**config.mk**
```make
export PLATFORM = sky130hd
export DESIGN_NAME = iodc_core
export DESIGN_NICKNAME = d
export VERILOG_FILES = /design/src/core/iodc_pkg.sv /design/src/core/iodc_drdy.sv /design/src/core/iodc_diag.sv /design/src/core/iodc_core.sv
export SDC_FILE = /design/constraint.sdc
export NUM_CORES = 1
export LEC_CHECK = 0
export ABC_AREA = 1
export BUFFER_PORTS_ARGS = -buffer_cell sky130_fd_sc_hd__buf_2
export CORE_MARGIN = 4
export CORE_UTILIZATION = 63
export CTS_BUF_LIST = sky130_fd_sc_hd__clkbuf_8
export DETAILED_ROUTE_END_ITERATION = 10
export MAX_ROUTING_LAYER = met4
export PLACE_DENSITY = 0.84
export SYNTH_ARGS = -nofsm -noshare
export SYNTH_HDL_FRONTEND = slang
export SYNTH_SLANG_ARGS = --single-unit
```
**constraint.sdc**
```tcl
create_clock -name clk_sys_i -period 5.01 [get_ports clk_sys_i]
set_input_delay 0.2505 -clock clk_sys_i [delete_from_list [all_inputs] [get_ports clk_sys_i]]
set_output_delay 0.2505 -clock clk_sys_i [all_outputs]
set_load 0.03 [all_outputs]
```
**src/core/iodc_pkg.sv**
```systemverilog
package iodc_pkg;

  // serial frame byte addresses; low byte is even, high byte odd
  localparam logic [5:0] IODC_ADDR_AUX  = 6'h30;
  localparam logic [5:0] IODC_ADDR_GPIO = 6'h32;
  localparam logic [5:0] IODC_ADDR_MISC = 6'h34;
  localparam logic [5:0] IODC_ADDR_SMPL = 6'h36;
  localparam logic [5:0] IODC_ADDR_DIAG = 6'h3C;
  localparam logic [5:0] IODC_ADDR_GCMD = 6'h3E;

  // reset values
  localparam logic [15:0] IODC_GPIO_RST = 16'h0000;
  localparam logic [15:0] IODC_MISC_RST = 16'h0006;
  localparam logic [15:0] IODC_AUX_RST  = 16'h0000;
  localparam logic [15:0] IODC_SMPL_RST = 16'h0001;
  localparam logic [15:0] IODC_DIAG_RST = 16'h0000;

  // writable bit masks
  localparam logic [15:0] IODC_GPIO_WMASK = 16'h0F0F;
  localparam logic [15:0] IODC_MISC_WMASK = 16'h0FC7;
  localparam logic [15:0] IODC_AUX_WMASK  = 16'h0FFF;
  localparam logic [15:0] IODC_SMPL_WMASK = 16'h00FF;

  // field positions
  localparam int IODC_GPIO_DIR_LSB = 0;
  localparam int IODC_GPIO_LVL_LSB = 8;
  localparam int IODC_MISC_DRSEL   = 0;
  localparam int IODC_MISC_DRPOL   = 1;
  localparam int IODC_MISC_DREN    = 2;
  localparam int IODC_MISC_ALIGN   = 6;
  localparam int IODC_MISC_GCOMP   = 7;
  localparam int IODC_MISC_STPOS   = 8;
  localparam int IODC_MISC_STNEG   = 9;
  localparam int IODC_MISC_STRUN   = 10;
  localparam int IODC_MISC_MTEST   = 11;
  localparam int IODC_GCMD_LATCH   = 2;
  localparam int IODC_SMPL_TB      = 7;
  localparam int IODC_DIAG_STERR   = 5;
  localparam int IODC_DIAG_FLASH   = 6;
  localparam int IODC_DIAG_ST_LSB  = 10;
  localparam logic [15:0] IODC_DIAG_KEEP = 16'h0003;

  // timing
  localparam int IODC_CLK_PS     = 20_000;
  localparam int IODC_DRDY_MIN_PS = 100_000_000;
  localparam int IODC_DRDY_MAX_PS = 200_000_000;
  localparam int IODC_DRDY_CYC =
    (IODC_DRDY_MIN_PS + IODC_CLK_PS - 1) / IODC_CLK_PS;
  localparam int IODC_DRDY_MAX_CYC = IODC_DRDY_MAX_PS / IODC_CLK_PS;
  localparam longint IODC_TB0_PS = 64'd610_350_000;
  localparam longint IODC_TB1_PS = 64'd18_921_000_000;
  localparam int IODC_TB0_CYC = int'(IODC_TB0_PS / IODC_CLK_PS);
  localparam int IODC_TB1_CYC = int'(IODC_TB1_PS / IODC_CLK_PS);

  typedef struct packed {
    logic [3:0] o;
    logic [3:0] oe_n;
  } iodc_pins_s;

  typedef struct packed {
    logic en;
    logic pol;
    logic sel;
    logic active;
  } iodc_alarm_s;

  typedef struct packed {
    logic       alarm2;
    logic       alarm1;
    logic       overrange;
    logic       comm_fail;
    logic       flash_upd_fail;
    logic       supply_hi;
    logic       supply_lo;
  } iodc_diag_ev_s;

endpackage

```
**src/core/iodc_drdy.sv**
```systemverilog
`timescale 1ns/1ps
module iodc_drdy
  import iodc_pkg::*;
#(
  parameter int unsigned PULSE_CYC = IODC_DRDY_CYC
) (
  input  wire logic clk_sys_i,
  input  wire logic arst_n_i,
  input  wire logic tick_i,
  input  wire logic en_i,
  output logic      pulse_o
);

  typedef struct packed {
    logic [13:0] cnt;
    logic        pulse;
  } iodc_drdy_s;

  iodc_drdy_s st_ff;
  iodc_drdy_s nxt_st;

  always_comb begin
    nxt_st = st_ff;
    // ticks during a pulse are dropped so the width stays bounded
    if (st_ff.cnt != 14'h0000) begin
      nxt_st.cnt = st_ff.cnt - 14'h0001;
    end else if (tick_i && en_i) begin
      nxt_st.cnt = PULSE_CYC[13:0];
    end
    nxt_st.pulse = (nxt_st.cnt != 14'h0000);
  end

  always_ff @(posedge clk_sys_i or negedge arst_n_i) begin
    if (!arst_n_i) begin
      st_ff <= '0;
    end else begin
      st_ff <= nxt_st;
    end
  end

  assign pulse_o = st_ff.pulse;

  logic [13:0] len_ff;
  always_ff @(posedge clk_sys_i or negedge arst_n_i) begin
    if (!arst_n_i) begin
      len_ff <= '0;
    end else begin
      len_ff <= pulse_o ? len_ff + 14'h0001 : 14'h0000;
    end
  end
endmodule

```
**src/core/iodc_diag.sv**
```systemverilog
`timescale 1ns/1ps
module iodc_diag
  import iodc_pkg::*;
(
  input  wire logic          clk_sys_i,
  input  wire logic          arst_n_i,
  input  wire logic          tick_i,
  input  wire logic          rd_clr_i,
  input  wire iodc_diag_ev_s ev_i,
  input  wire logic          st_done_i,
  input  wire logic [5:0]    st_fail_i,
  input  wire logic          mem_done_i,
  input  wire logic          mem_fail_i,
  output logic [15:0]        diag_o
);

  typedef struct packed {
    logic [15:0] flags;
  } iodc_diag_st_s;

  iodc_diag_st_s st_ff;
  iodc_diag_st_s nxt_st;
  logic [15:0]   set_v;

  always_comb begin
    set_v = 16'h0000;
    if (tick_i) begin
      set_v[9] = ev_i.alarm2;
      set_v[8] = ev_i.alarm1;
      set_v[4] = ev_i.overrange;
      set_v[3] = ev_i.comm_fail;
      set_v[2] = ev_i.flash_upd_fail;
    end
    if (st_done_i) begin
      set_v[IODC_DIAG_ST_LSB +: 6] = st_fail_i;
      set_v[IODC_DIAG_STERR] = |st_fail_i;
    end
    if (mem_done_i) begin
      set_v[IODC_DIAG_FLASH] = mem_fail_i;
    end
    nxt_st = st_ff;
    if (rd_clr_i) begin
      nxt_st.flags = st_ff.flags & IODC_DIAG_KEEP;
    end
    // a set in the clearing cycle survives
    nxt_st.flags = nxt_st.flags | set_v;
    nxt_st.flags[1] = ev_i.supply_hi;
    nxt_st.flags[0] = ev_i.supply_lo;
    nxt_st.flags[7] = 1'b0;
  end

  always_ff @(posedge clk_sys_i or negedge arst_n_i) begin
    if (!arst_n_i) begin
      st_ff <= IODC_DIAG_RST;
    end else begin
      st_ff <= nxt_st;
    end
  end

  assign diag_o = st_ff.flags;
endmodule

```
**src/core/iodc_core.sv**
```systemverilog
`timescale 1ns/1ps
// Overview of operation
// line owner priority: data ready first, then alarm, then plain I/O.
// I/O control bits 3..0 set line direction, 1 output, 0 input.
// level bits 11..8 read input pins, drive written level on outputs.
// line four input with sample period zero selects external sample clock.
// misc control resets to 0x0006, data ready high on line one.
// misc bit 2 enable, bit 1 polarity, bit 0 line two select.
// data ready pulse lasts between 100 and 200 microseconds.
// converter code loads from the DAC register only on latch command.
// DAC register holds a 12-bit code, upper four bits unused.
// misc bit 10 runs self-test, records results, then clears itself.
// misc bits 9 and 8 apply negative and positive stimulus while set.
// misc bit 11 runs memory checksum; fail to flag 6; bit clears after.
// misc bit 7 gyro bias compensation, bit 6 origin alignment.
// reading diagnostic status clears all flags except supply flags.
// a still present error sets its flag again next sample.
// supply flags clear by themselves when voltage returns in range.
// diagnostic bit 1 supply high, bit 0 supply low.
// diagnostic bits 15..10 report sensor self-test failures.
// diagnostic bits 9 and 8 show second and first alarm.
// bits 5..2 flag self-test, overrange, serial and update failures.
// global command bit 2 triggers the latch and reads back as zero.
// sample period low byte: bit 7 time base, bits 6..0 count.
// one data ready pulse per completed sample update.
// host writes both DAC bytes before issuing the latch command.
module iodc_core
  import iodc_pkg::*;
#(
  parameter int unsigned DRDY_CYC = IODC_DRDY_CYC,
  parameter int unsigned TB0_CYC  = IODC_TB0_CYC,
  parameter int unsigned TB1_CYC  = IODC_TB1_CYC
) (
  input  wire logic          clk_sys_i,
  input  wire logic          arst_n_i,
  input  wire logic          wr_en_i,
  input  wire logic [5:0]    wr_addr_i,
  input  wire logic [7:0]    wr_data_i,
  input  wire logic          rd_en_i,
  input  wire logic [5:0]    rd_addr_i,
  output logic [15:0]        rd_data_o,
  input  wire logic [3:0]    line_in_i,
  output iodc_pins_s         line_o,
  input  wire iodc_alarm_s   alarm_i,
  input  wire iodc_diag_ev_s diag_ev_i,
  input  wire logic          st_done_i,
  input  wire logic [5:0]    st_fail_i,
  input  wire logic          mem_done_i,
  input  wire logic          mem_fail_i,
  output logic               sample_tick_o,
  output logic               ext_clk_sel_o,
  output logic [11:0]        dac_code_o,
  output logic               st_run_o,
  output logic               st_neg_o,
  output logic               st_pos_o,
  output logic               mem_test_run_o,
  output logic               gyro_comp_o,
  output logic               accel_align_o
);

  typedef struct packed {
    logic [15:0] gpio;
    logic [15:0] misc;
    logic [15:0] aux;
    logic [15:0] smpl;
    logic [11:0] dac;
    logic [15:0] rd_data;
    logic [19:0] tb_cnt;
    logic [6:0]  ns_cnt;
    logic        ext_q;
    logic        tick;
    logic        drdy_en;
    iodc_pins_s  pins;
  } iodc_core_s;

  iodc_core_s st_ff;
  iodc_core_s nxt_st;

  logic        drdy_pulse;
  logic [15:0] diag;
  logic        diag_rd;
  logic        ext_sel;
  logic        tb_wrap;
  logic [19:0] tb_len;
  logic [3:0]  lvl_rd;

  function automatic logic [15:0] put_byte(
    input logic [15:0] old_v,
    input logic        hi,
    input logic [7:0]  data,
    input logic [15:0] mask
  );
    logic [15:0] v;
    v = old_v;
    if (hi) begin
      v[15:8] = data;
    end else begin
      v[7:0] = data;
    end
    return (v & mask) | (old_v & ~mask);
  endfunction

  function automatic logic [4:0] word_of(input logic [5:0] a);
    return a[5:1];
  endfunction

  ////////////////////////////////////////////////////////////////////////
  // sub blocks

  iodc_drdy #(
    .PULSE_CYC (DRDY_CYC)
  ) u_drdy (
    .clk_sys_i (clk_sys_i),
    .arst_n_i  (arst_n_i),
    .tick_i    (st_ff.tick),
    .en_i      (st_ff.misc[IODC_MISC_DREN]),
    .pulse_o   (drdy_pulse)
  );

  iodc_diag u_diag (
    .clk_sys_i  (clk_sys_i),
    .arst_n_i   (arst_n_i),
    .tick_i     (st_ff.tick),
    .rd_clr_i   (diag_rd),
    .ev_i       (diag_ev_i),
    .st_done_i  (st_done_i && st_ff.misc[IODC_MISC_STRUN]),
    .st_fail_i  (st_fail_i),
    .mem_done_i (mem_done_i && st_ff.misc[IODC_MISC_MTEST]),
    .mem_fail_i (mem_fail_i),
    .diag_o     (diag)
  );

  ////////////////////////////////////////////////////////////////////////
  // sample timing and register updates

  assign ext_sel = !st_ff.gpio[IODC_GPIO_DIR_LSB + 3] &&
                   st_ff.smpl[7:0] == 8'h00;
  assign tb_len  = st_ff.smpl[IODC_SMPL_TB] ? TB1_CYC[19:0]
                                            : TB0_CYC[19:0];
  assign tb_wrap = st_ff.tb_cnt >= tb_len - 20'h0_0001;
  assign diag_rd = rd_en_i && word_of(rd_addr_i) ==
                   word_of(IODC_ADDR_DIAG);

  always_comb begin
    for (int i = 0; i < 4; i++) begin
      lvl_rd[i] = st_ff.gpio[IODC_GPIO_DIR_LSB + i]
                ? st_ff.gpio[IODC_GPIO_LVL_LSB + i] : line_in_i[i];
    end
  end

  always_comb begin
    nxt_st = st_ff;
    nxt_st.tick = 1'b0;
    nxt_st.ext_q = line_in_i[3];
    if (ext_sel) begin
      nxt_st.tb_cnt = 20'h0_0000;
      nxt_st.ns_cnt = 7'h00;
      nxt_st.tick = line_in_i[3] && !st_ff.ext_q;
    end else if (tb_wrap) begin
      nxt_st.tb_cnt = 20'h0_0000;
      if (st_ff.ns_cnt >= st_ff.smpl[6:0]) begin
        nxt_st.ns_cnt = 7'h00;
        nxt_st.tick = 1'b1;
      end else begin
        nxt_st.ns_cnt = st_ff.ns_cnt + 7'h01;
      end
    end else begin
      nxt_st.tb_cnt = st_ff.tb_cnt + 20'h0_0001;
    end

    if (st_done_i) begin
      nxt_st.misc[IODC_MISC_STRUN] = 1'b0;
    end
    if (mem_done_i) begin
      nxt_st.misc[IODC_MISC_MTEST] = 1'b0;
    end

    if (wr_en_i) begin
      unique case (word_of(wr_addr_i))
        word_of(IODC_ADDR_GPIO):
          nxt_st.gpio = put_byte(st_ff.gpio, wr_addr_i[0], wr_data_i,
                                 IODC_GPIO_WMASK);
        word_of(IODC_ADDR_MISC):
          nxt_st.misc = put_byte(nxt_st.misc, wr_addr_i[0], wr_data_i,
                                 IODC_MISC_WMASK);
        word_of(IODC_ADDR_AUX):
          nxt_st.aux = put_byte(st_ff.aux, wr_addr_i[0], wr_data_i,
                                IODC_AUX_WMASK);
        word_of(IODC_ADDR_SMPL):
          nxt_st.smpl = put_byte(st_ff.smpl, wr_addr_i[0], wr_data_i,
                                 IODC_SMPL_WMASK);
        word_of(IODC_ADDR_GCMD):
          if (!wr_addr_i[0] && wr_data_i[IODC_GCMD_LATCH]) begin
            nxt_st.dac = st_ff.aux[11:0];
          end
        default: ;
      endcase
    end

    if (rd_en_i) begin
      unique case (word_of(rd_addr_i))
        word_of(IODC_ADDR_GPIO):
          nxt_st.rd_data = {4'h0, lvl_rd, 4'h0,
                            st_ff.gpio[3:0]};
        word_of(IODC_ADDR_MISC): nxt_st.rd_data = st_ff.misc;
        word_of(IODC_ADDR_AUX):  nxt_st.rd_data = st_ff.aux;
        word_of(IODC_ADDR_SMPL): nxt_st.rd_data = st_ff.smpl;
        word_of(IODC_ADDR_DIAG): nxt_st.rd_data = diag;
        default:                 nxt_st.rd_data = 16'h0000;
      endcase
    end

    // line ownership, oe_n low drives
    for (int i = 0; i < 4; i++) begin
      nxt_st.pins.oe_n[i] = !st_ff.gpio[IODC_GPIO_DIR_LSB + i];
      nxt_st.pins.o[i] = st_ff.gpio[IODC_GPIO_LVL_LSB + i];
      if (alarm_i.en && i == int'(alarm_i.sel)) begin
        nxt_st.pins.oe_n[i] = 1'b0;
        nxt_st.pins.o[i] = alarm_i.active ~^ alarm_i.pol;
      end
      if (st_ff.misc[IODC_MISC_DREN] &&
          i == int'(st_ff.misc[IODC_MISC_DRSEL])) begin
        nxt_st.pins.oe_n[i] = 1'b0;
        nxt_st.pins.o[i] = drdy_pulse ~^ st_ff.misc[IODC_MISC_DRPOL];
      end
    end
    nxt_st.drdy_en = st_ff.misc[IODC_MISC_DREN];
  end

  always_ff @(posedge clk_sys_i or negedge arst_n_i) begin
    if (!arst_n_i) begin
      st_ff <= '0;
      st_ff.gpio <= IODC_GPIO_RST;
      st_ff.misc <= IODC_MISC_RST;
      st_ff.aux <= IODC_AUX_RST;
      st_ff.smpl <= IODC_SMPL_RST;
      st_ff.pins.oe_n <= 4'hF;
    end else begin
      st_ff <= nxt_st;
    end
  end

  ////////////////////////////////////////////////////////////////////////
  // outputs

  assign rd_data_o      = st_ff.rd_data;
  assign line_o         = st_ff.pins;
  assign sample_tick_o  = st_ff.tick;
  assign ext_clk_sel_o  = ext_sel;
  assign dac_code_o     = st_ff.dac;
  assign st_run_o       = st_ff.misc[IODC_MISC_STRUN];
  assign st_neg_o       = st_ff.misc[IODC_MISC_STNEG];
  assign st_pos_o       = st_ff.misc[IODC_MISC_STPOS];
  assign mem_test_run_o = st_ff.misc[IODC_MISC_MTEST];
  assign gyro_comp_o    = st_ff.misc[IODC_MISC_GCOMP];
  assign accel_align_o  = st_ff.misc[IODC_MISC_ALIGN];
endmodule

```
==> run metrics <==
outcome=completed; met2 Track Usage GR=44.9%; clk_lat worst skew=440 ps; main area contributors after synthesis=dfrtp_1, nand2_1, o21ai_0; worst-path maximum fanout=10; CTS tree=done; post-CTS setup buffer count=0; area grow syn2layout=11.0%; Startpoint Class=register; final slew viol count=0; LEAKAGE=3.83 nW; Distinct cells, synth=42; top cell type's share of synthesized area=45.8%; WP data required=4760 ps; sequential-to-total area share from yosys stat=48.5%; yosys warns=0; Hold Violations, Final=0; WS Path Type=reg -> out; layout cells sized above 1=17.7%; launch point of the worst hold path=diag_ev_i[4]; Worst-path clk slew=80 ps; final worst path period share=49.2%; Final GP Congestion=0.871; Syn Nets=879; Synth Flop Type=dfrtp_1; First-pass DRT Iterations=5; min Tclk post-route=2470 ps; EDFF count, synth=0; largest net degree at the start of global routing=79; Yosys reg bits=132; RSZ-0062 raised after global routing=false; Slew @ Worst Pin=969 ps; fill cell count=787; number of routed nets with antenna violations=0; vias in the first global route=5780; most frequent cells after synthesis=nand2_1, dfrtp_1, inv_1; kind of end point of the critical path=output port; critical register-to-register path endpoint=st_ff[11]; # DRC=0; nets=948; reg-to-reg critical path startpoint=st_ff[73]; R2R setup slack=2570 ps; worst hold slack=39.5 ps; WHS Path Cells=3; cell area power density=388 nW/µm²; final core occ=72.7%; clock root buffer=clkbuf_8; most used cell, CP=inv_1; Slowest cell on crit path=dfrtp_1; first-pass GRT wire length=27.2 mm; CTS sink count=132; TritonCTS Buffers=17; Rel. slew slack=35.4%; Final Skew=9.64 ps; M3 GR Usage=6.79%; Worst path max stage delay=480 ps; chip width=112 µm; Vias=5722; fmax=0.406 GHz; DRT iter0 DRCs=498; IO Count=92; worst path arrival time=2210 ps; area of the die=12600 µm²; Peak VDD IR=197 µV; Initial Utilization=65.5%; Yosys top cell by area=dfrtp_1; Port Buffer Count=90; final setup violation count=0; Rows=37; DR WL/cell=15.7 µm; H-tree levels=4; crit-path cells=inv_1, nand4_1, nor4_1, nand2_1, inv_1, buf_2; Post-DP HPWL=11.7 mm; DR vias/cell=5.55; synthesized area=6820 µm²; Max-Cap Viols=0; Hold Path End=u_diag.diag_o[4]; Die Ht=112 µm; grt ovf=0; Post-synth ARST share=100%; Setup TNS=0 ps; Reg2Reg Depth=9; Cells after Synth=811; worst min path class=in -> reg; GR Layer Usage met1=33.4%; initial antenna violation count=2; busiest grt layer=met2; final wirelength=16.2 mm; CORE AREA=10400 µm²; syn_area_per_cell=8.41 µm²; Max clock buf depth=2; top-count cell post-synth=nand2_1; gr usage total=27.8%
==> per-layer routing <==
| layer | part of all wire, % | vias up | wire [µm] |
|---|---|---|---|
| li1 | - | 2728 | - |
| met1 | 41 | 2718 | 6600 |
| met2 | 49 | 235 | 7870 |
| met3 | 7.8 | 41 | 1270 |
| met4 | 2.8 | 0 | 451 |
| met5 | 0 | - | 0 |
==> power breakdown <==
| group | internal, W | leakage [nW] | switching (W) |
|---|---|---|---|
| Combinational | 0.000236 | 1.93 | 0.000480 |
| Clock | 0.000444 | 0.177 | 0.000438 |
| Sequential | 0.00121 | 1.72 | 0.000125 |
==> stage by stage <==
step                      power, W  area (µm²)  setup slack, ps  cells
after CTS                  0.00294        7570             2540   1029
after detailed placement   0.00206        7140             2590    993
final                      0.00294        7570             2540   1031
after global placement     0.00202        7140             2710    993
after global routing       0.00312        7570             2270   1031
after floorplan            0.00187        6820             3270    811
==> how the worst max path moves through the flow <==
| stage | endpoint | cells past startpoint | startpoint | slack, ps |
|---|---|---|---|---|
| floorplan | st_ff[17] | 9 | st_ff[73] | 3270 |
| global placement | st_ff[11] | 9 | st_ff[73] | 2710 |
| detailed placement | st_ff[11] | 9 | st_ff[73] | 2590 |
| CTS | ext_clk_sel_o | 6 | st_ff[73] | 2540 |
| global route | st_ff[11] | 9 | st_ff[73] | 2270 |
| finish | ext_clk_sel_o | 6 | st_ff[73] | 2540 |
==> repair_timing <==
item | 4_1_cts | 5_1_grt
resized for setup | 0 | 0
hold buffers | 4 | 0
endpoints found under the hold margin | 56 | 0
==> area by class of cell <==
class,instances,area [µm²],area share (%)
antenna,2,5.00,0.0661
sequential,132,3310,43.7
timing repair buffer,95,500,6.61
tap,136,170,2.25
clock buffer,17,234,3.09
multi-input combinational,527,2790,36.9
inverter,107,402,5.30
clock inverter,15,158,2.08
==> flip-flops by register name (all words and copies together), names as in the netlist, 3 cells and up <==
signal,cells
st_ff,56
u_drdy.st_ff,14
dac_code_o,12
rd_data_o,16
line_o,8
u_diag.diag_o,15
nxt_st,3
==> worst max-delay path, delay by kind of cell, from the launching register on <==
kind / cells / cell delay (ps)
AND/OR/NAND/NOR: 3 / 610
buffers and inverters: 3 / 700
flip-flops: 1 / 480
==> layout by cell type, fill, tap and decap left out, types with 4 or more instances in the layout <==
| cell | instances |
|---|---|
| nand2_2 | 4 |
| xnor2_1 | 10 |
| o22ai_1 | 4 |
| clkbuf_8 | 17 |
| ha_1 | 20 |
| buf_2 | 89 |
| a22oi_1 | 5 |
| dfstp_2 | 7 |
| mux2_2 | 5 |
| xor2_1 | 14 |
| nand2_1 | 185 |
| inv_1 | 105 |
| dlygate4sd3_1 | 4 |
| a21oi_1 | 14 |
| o211ai_1 | 4 |
| nor2_1 | 69 |
| nor2_2 | 4 |
| dfrtp_1 | 125 |
| nor3_2 | 4 |
| nand3_1 | 37 |
| clkinvlp_4 | 7 |
| nand4_1 | 9 |
| nor3_1 | 15 |
| o21ai_0 | 91 |
==> logic make-up after synthesis <==
logic type | count (synthesis) | share of synthesized area [%]
and+or+nand+nor | 342 | 22.1
buffers and inverters | 152 | 10.5
muxes | 7 | 1.12
adders and majority gates | 20 | 3.67
AOI/OAI and AO/OA | 134 | 10.9
xor gates and xnor gates | 24 | 3.08
DFF | 132 | 48.5
No activity file was read; power rests on OpenSTA's default activity.
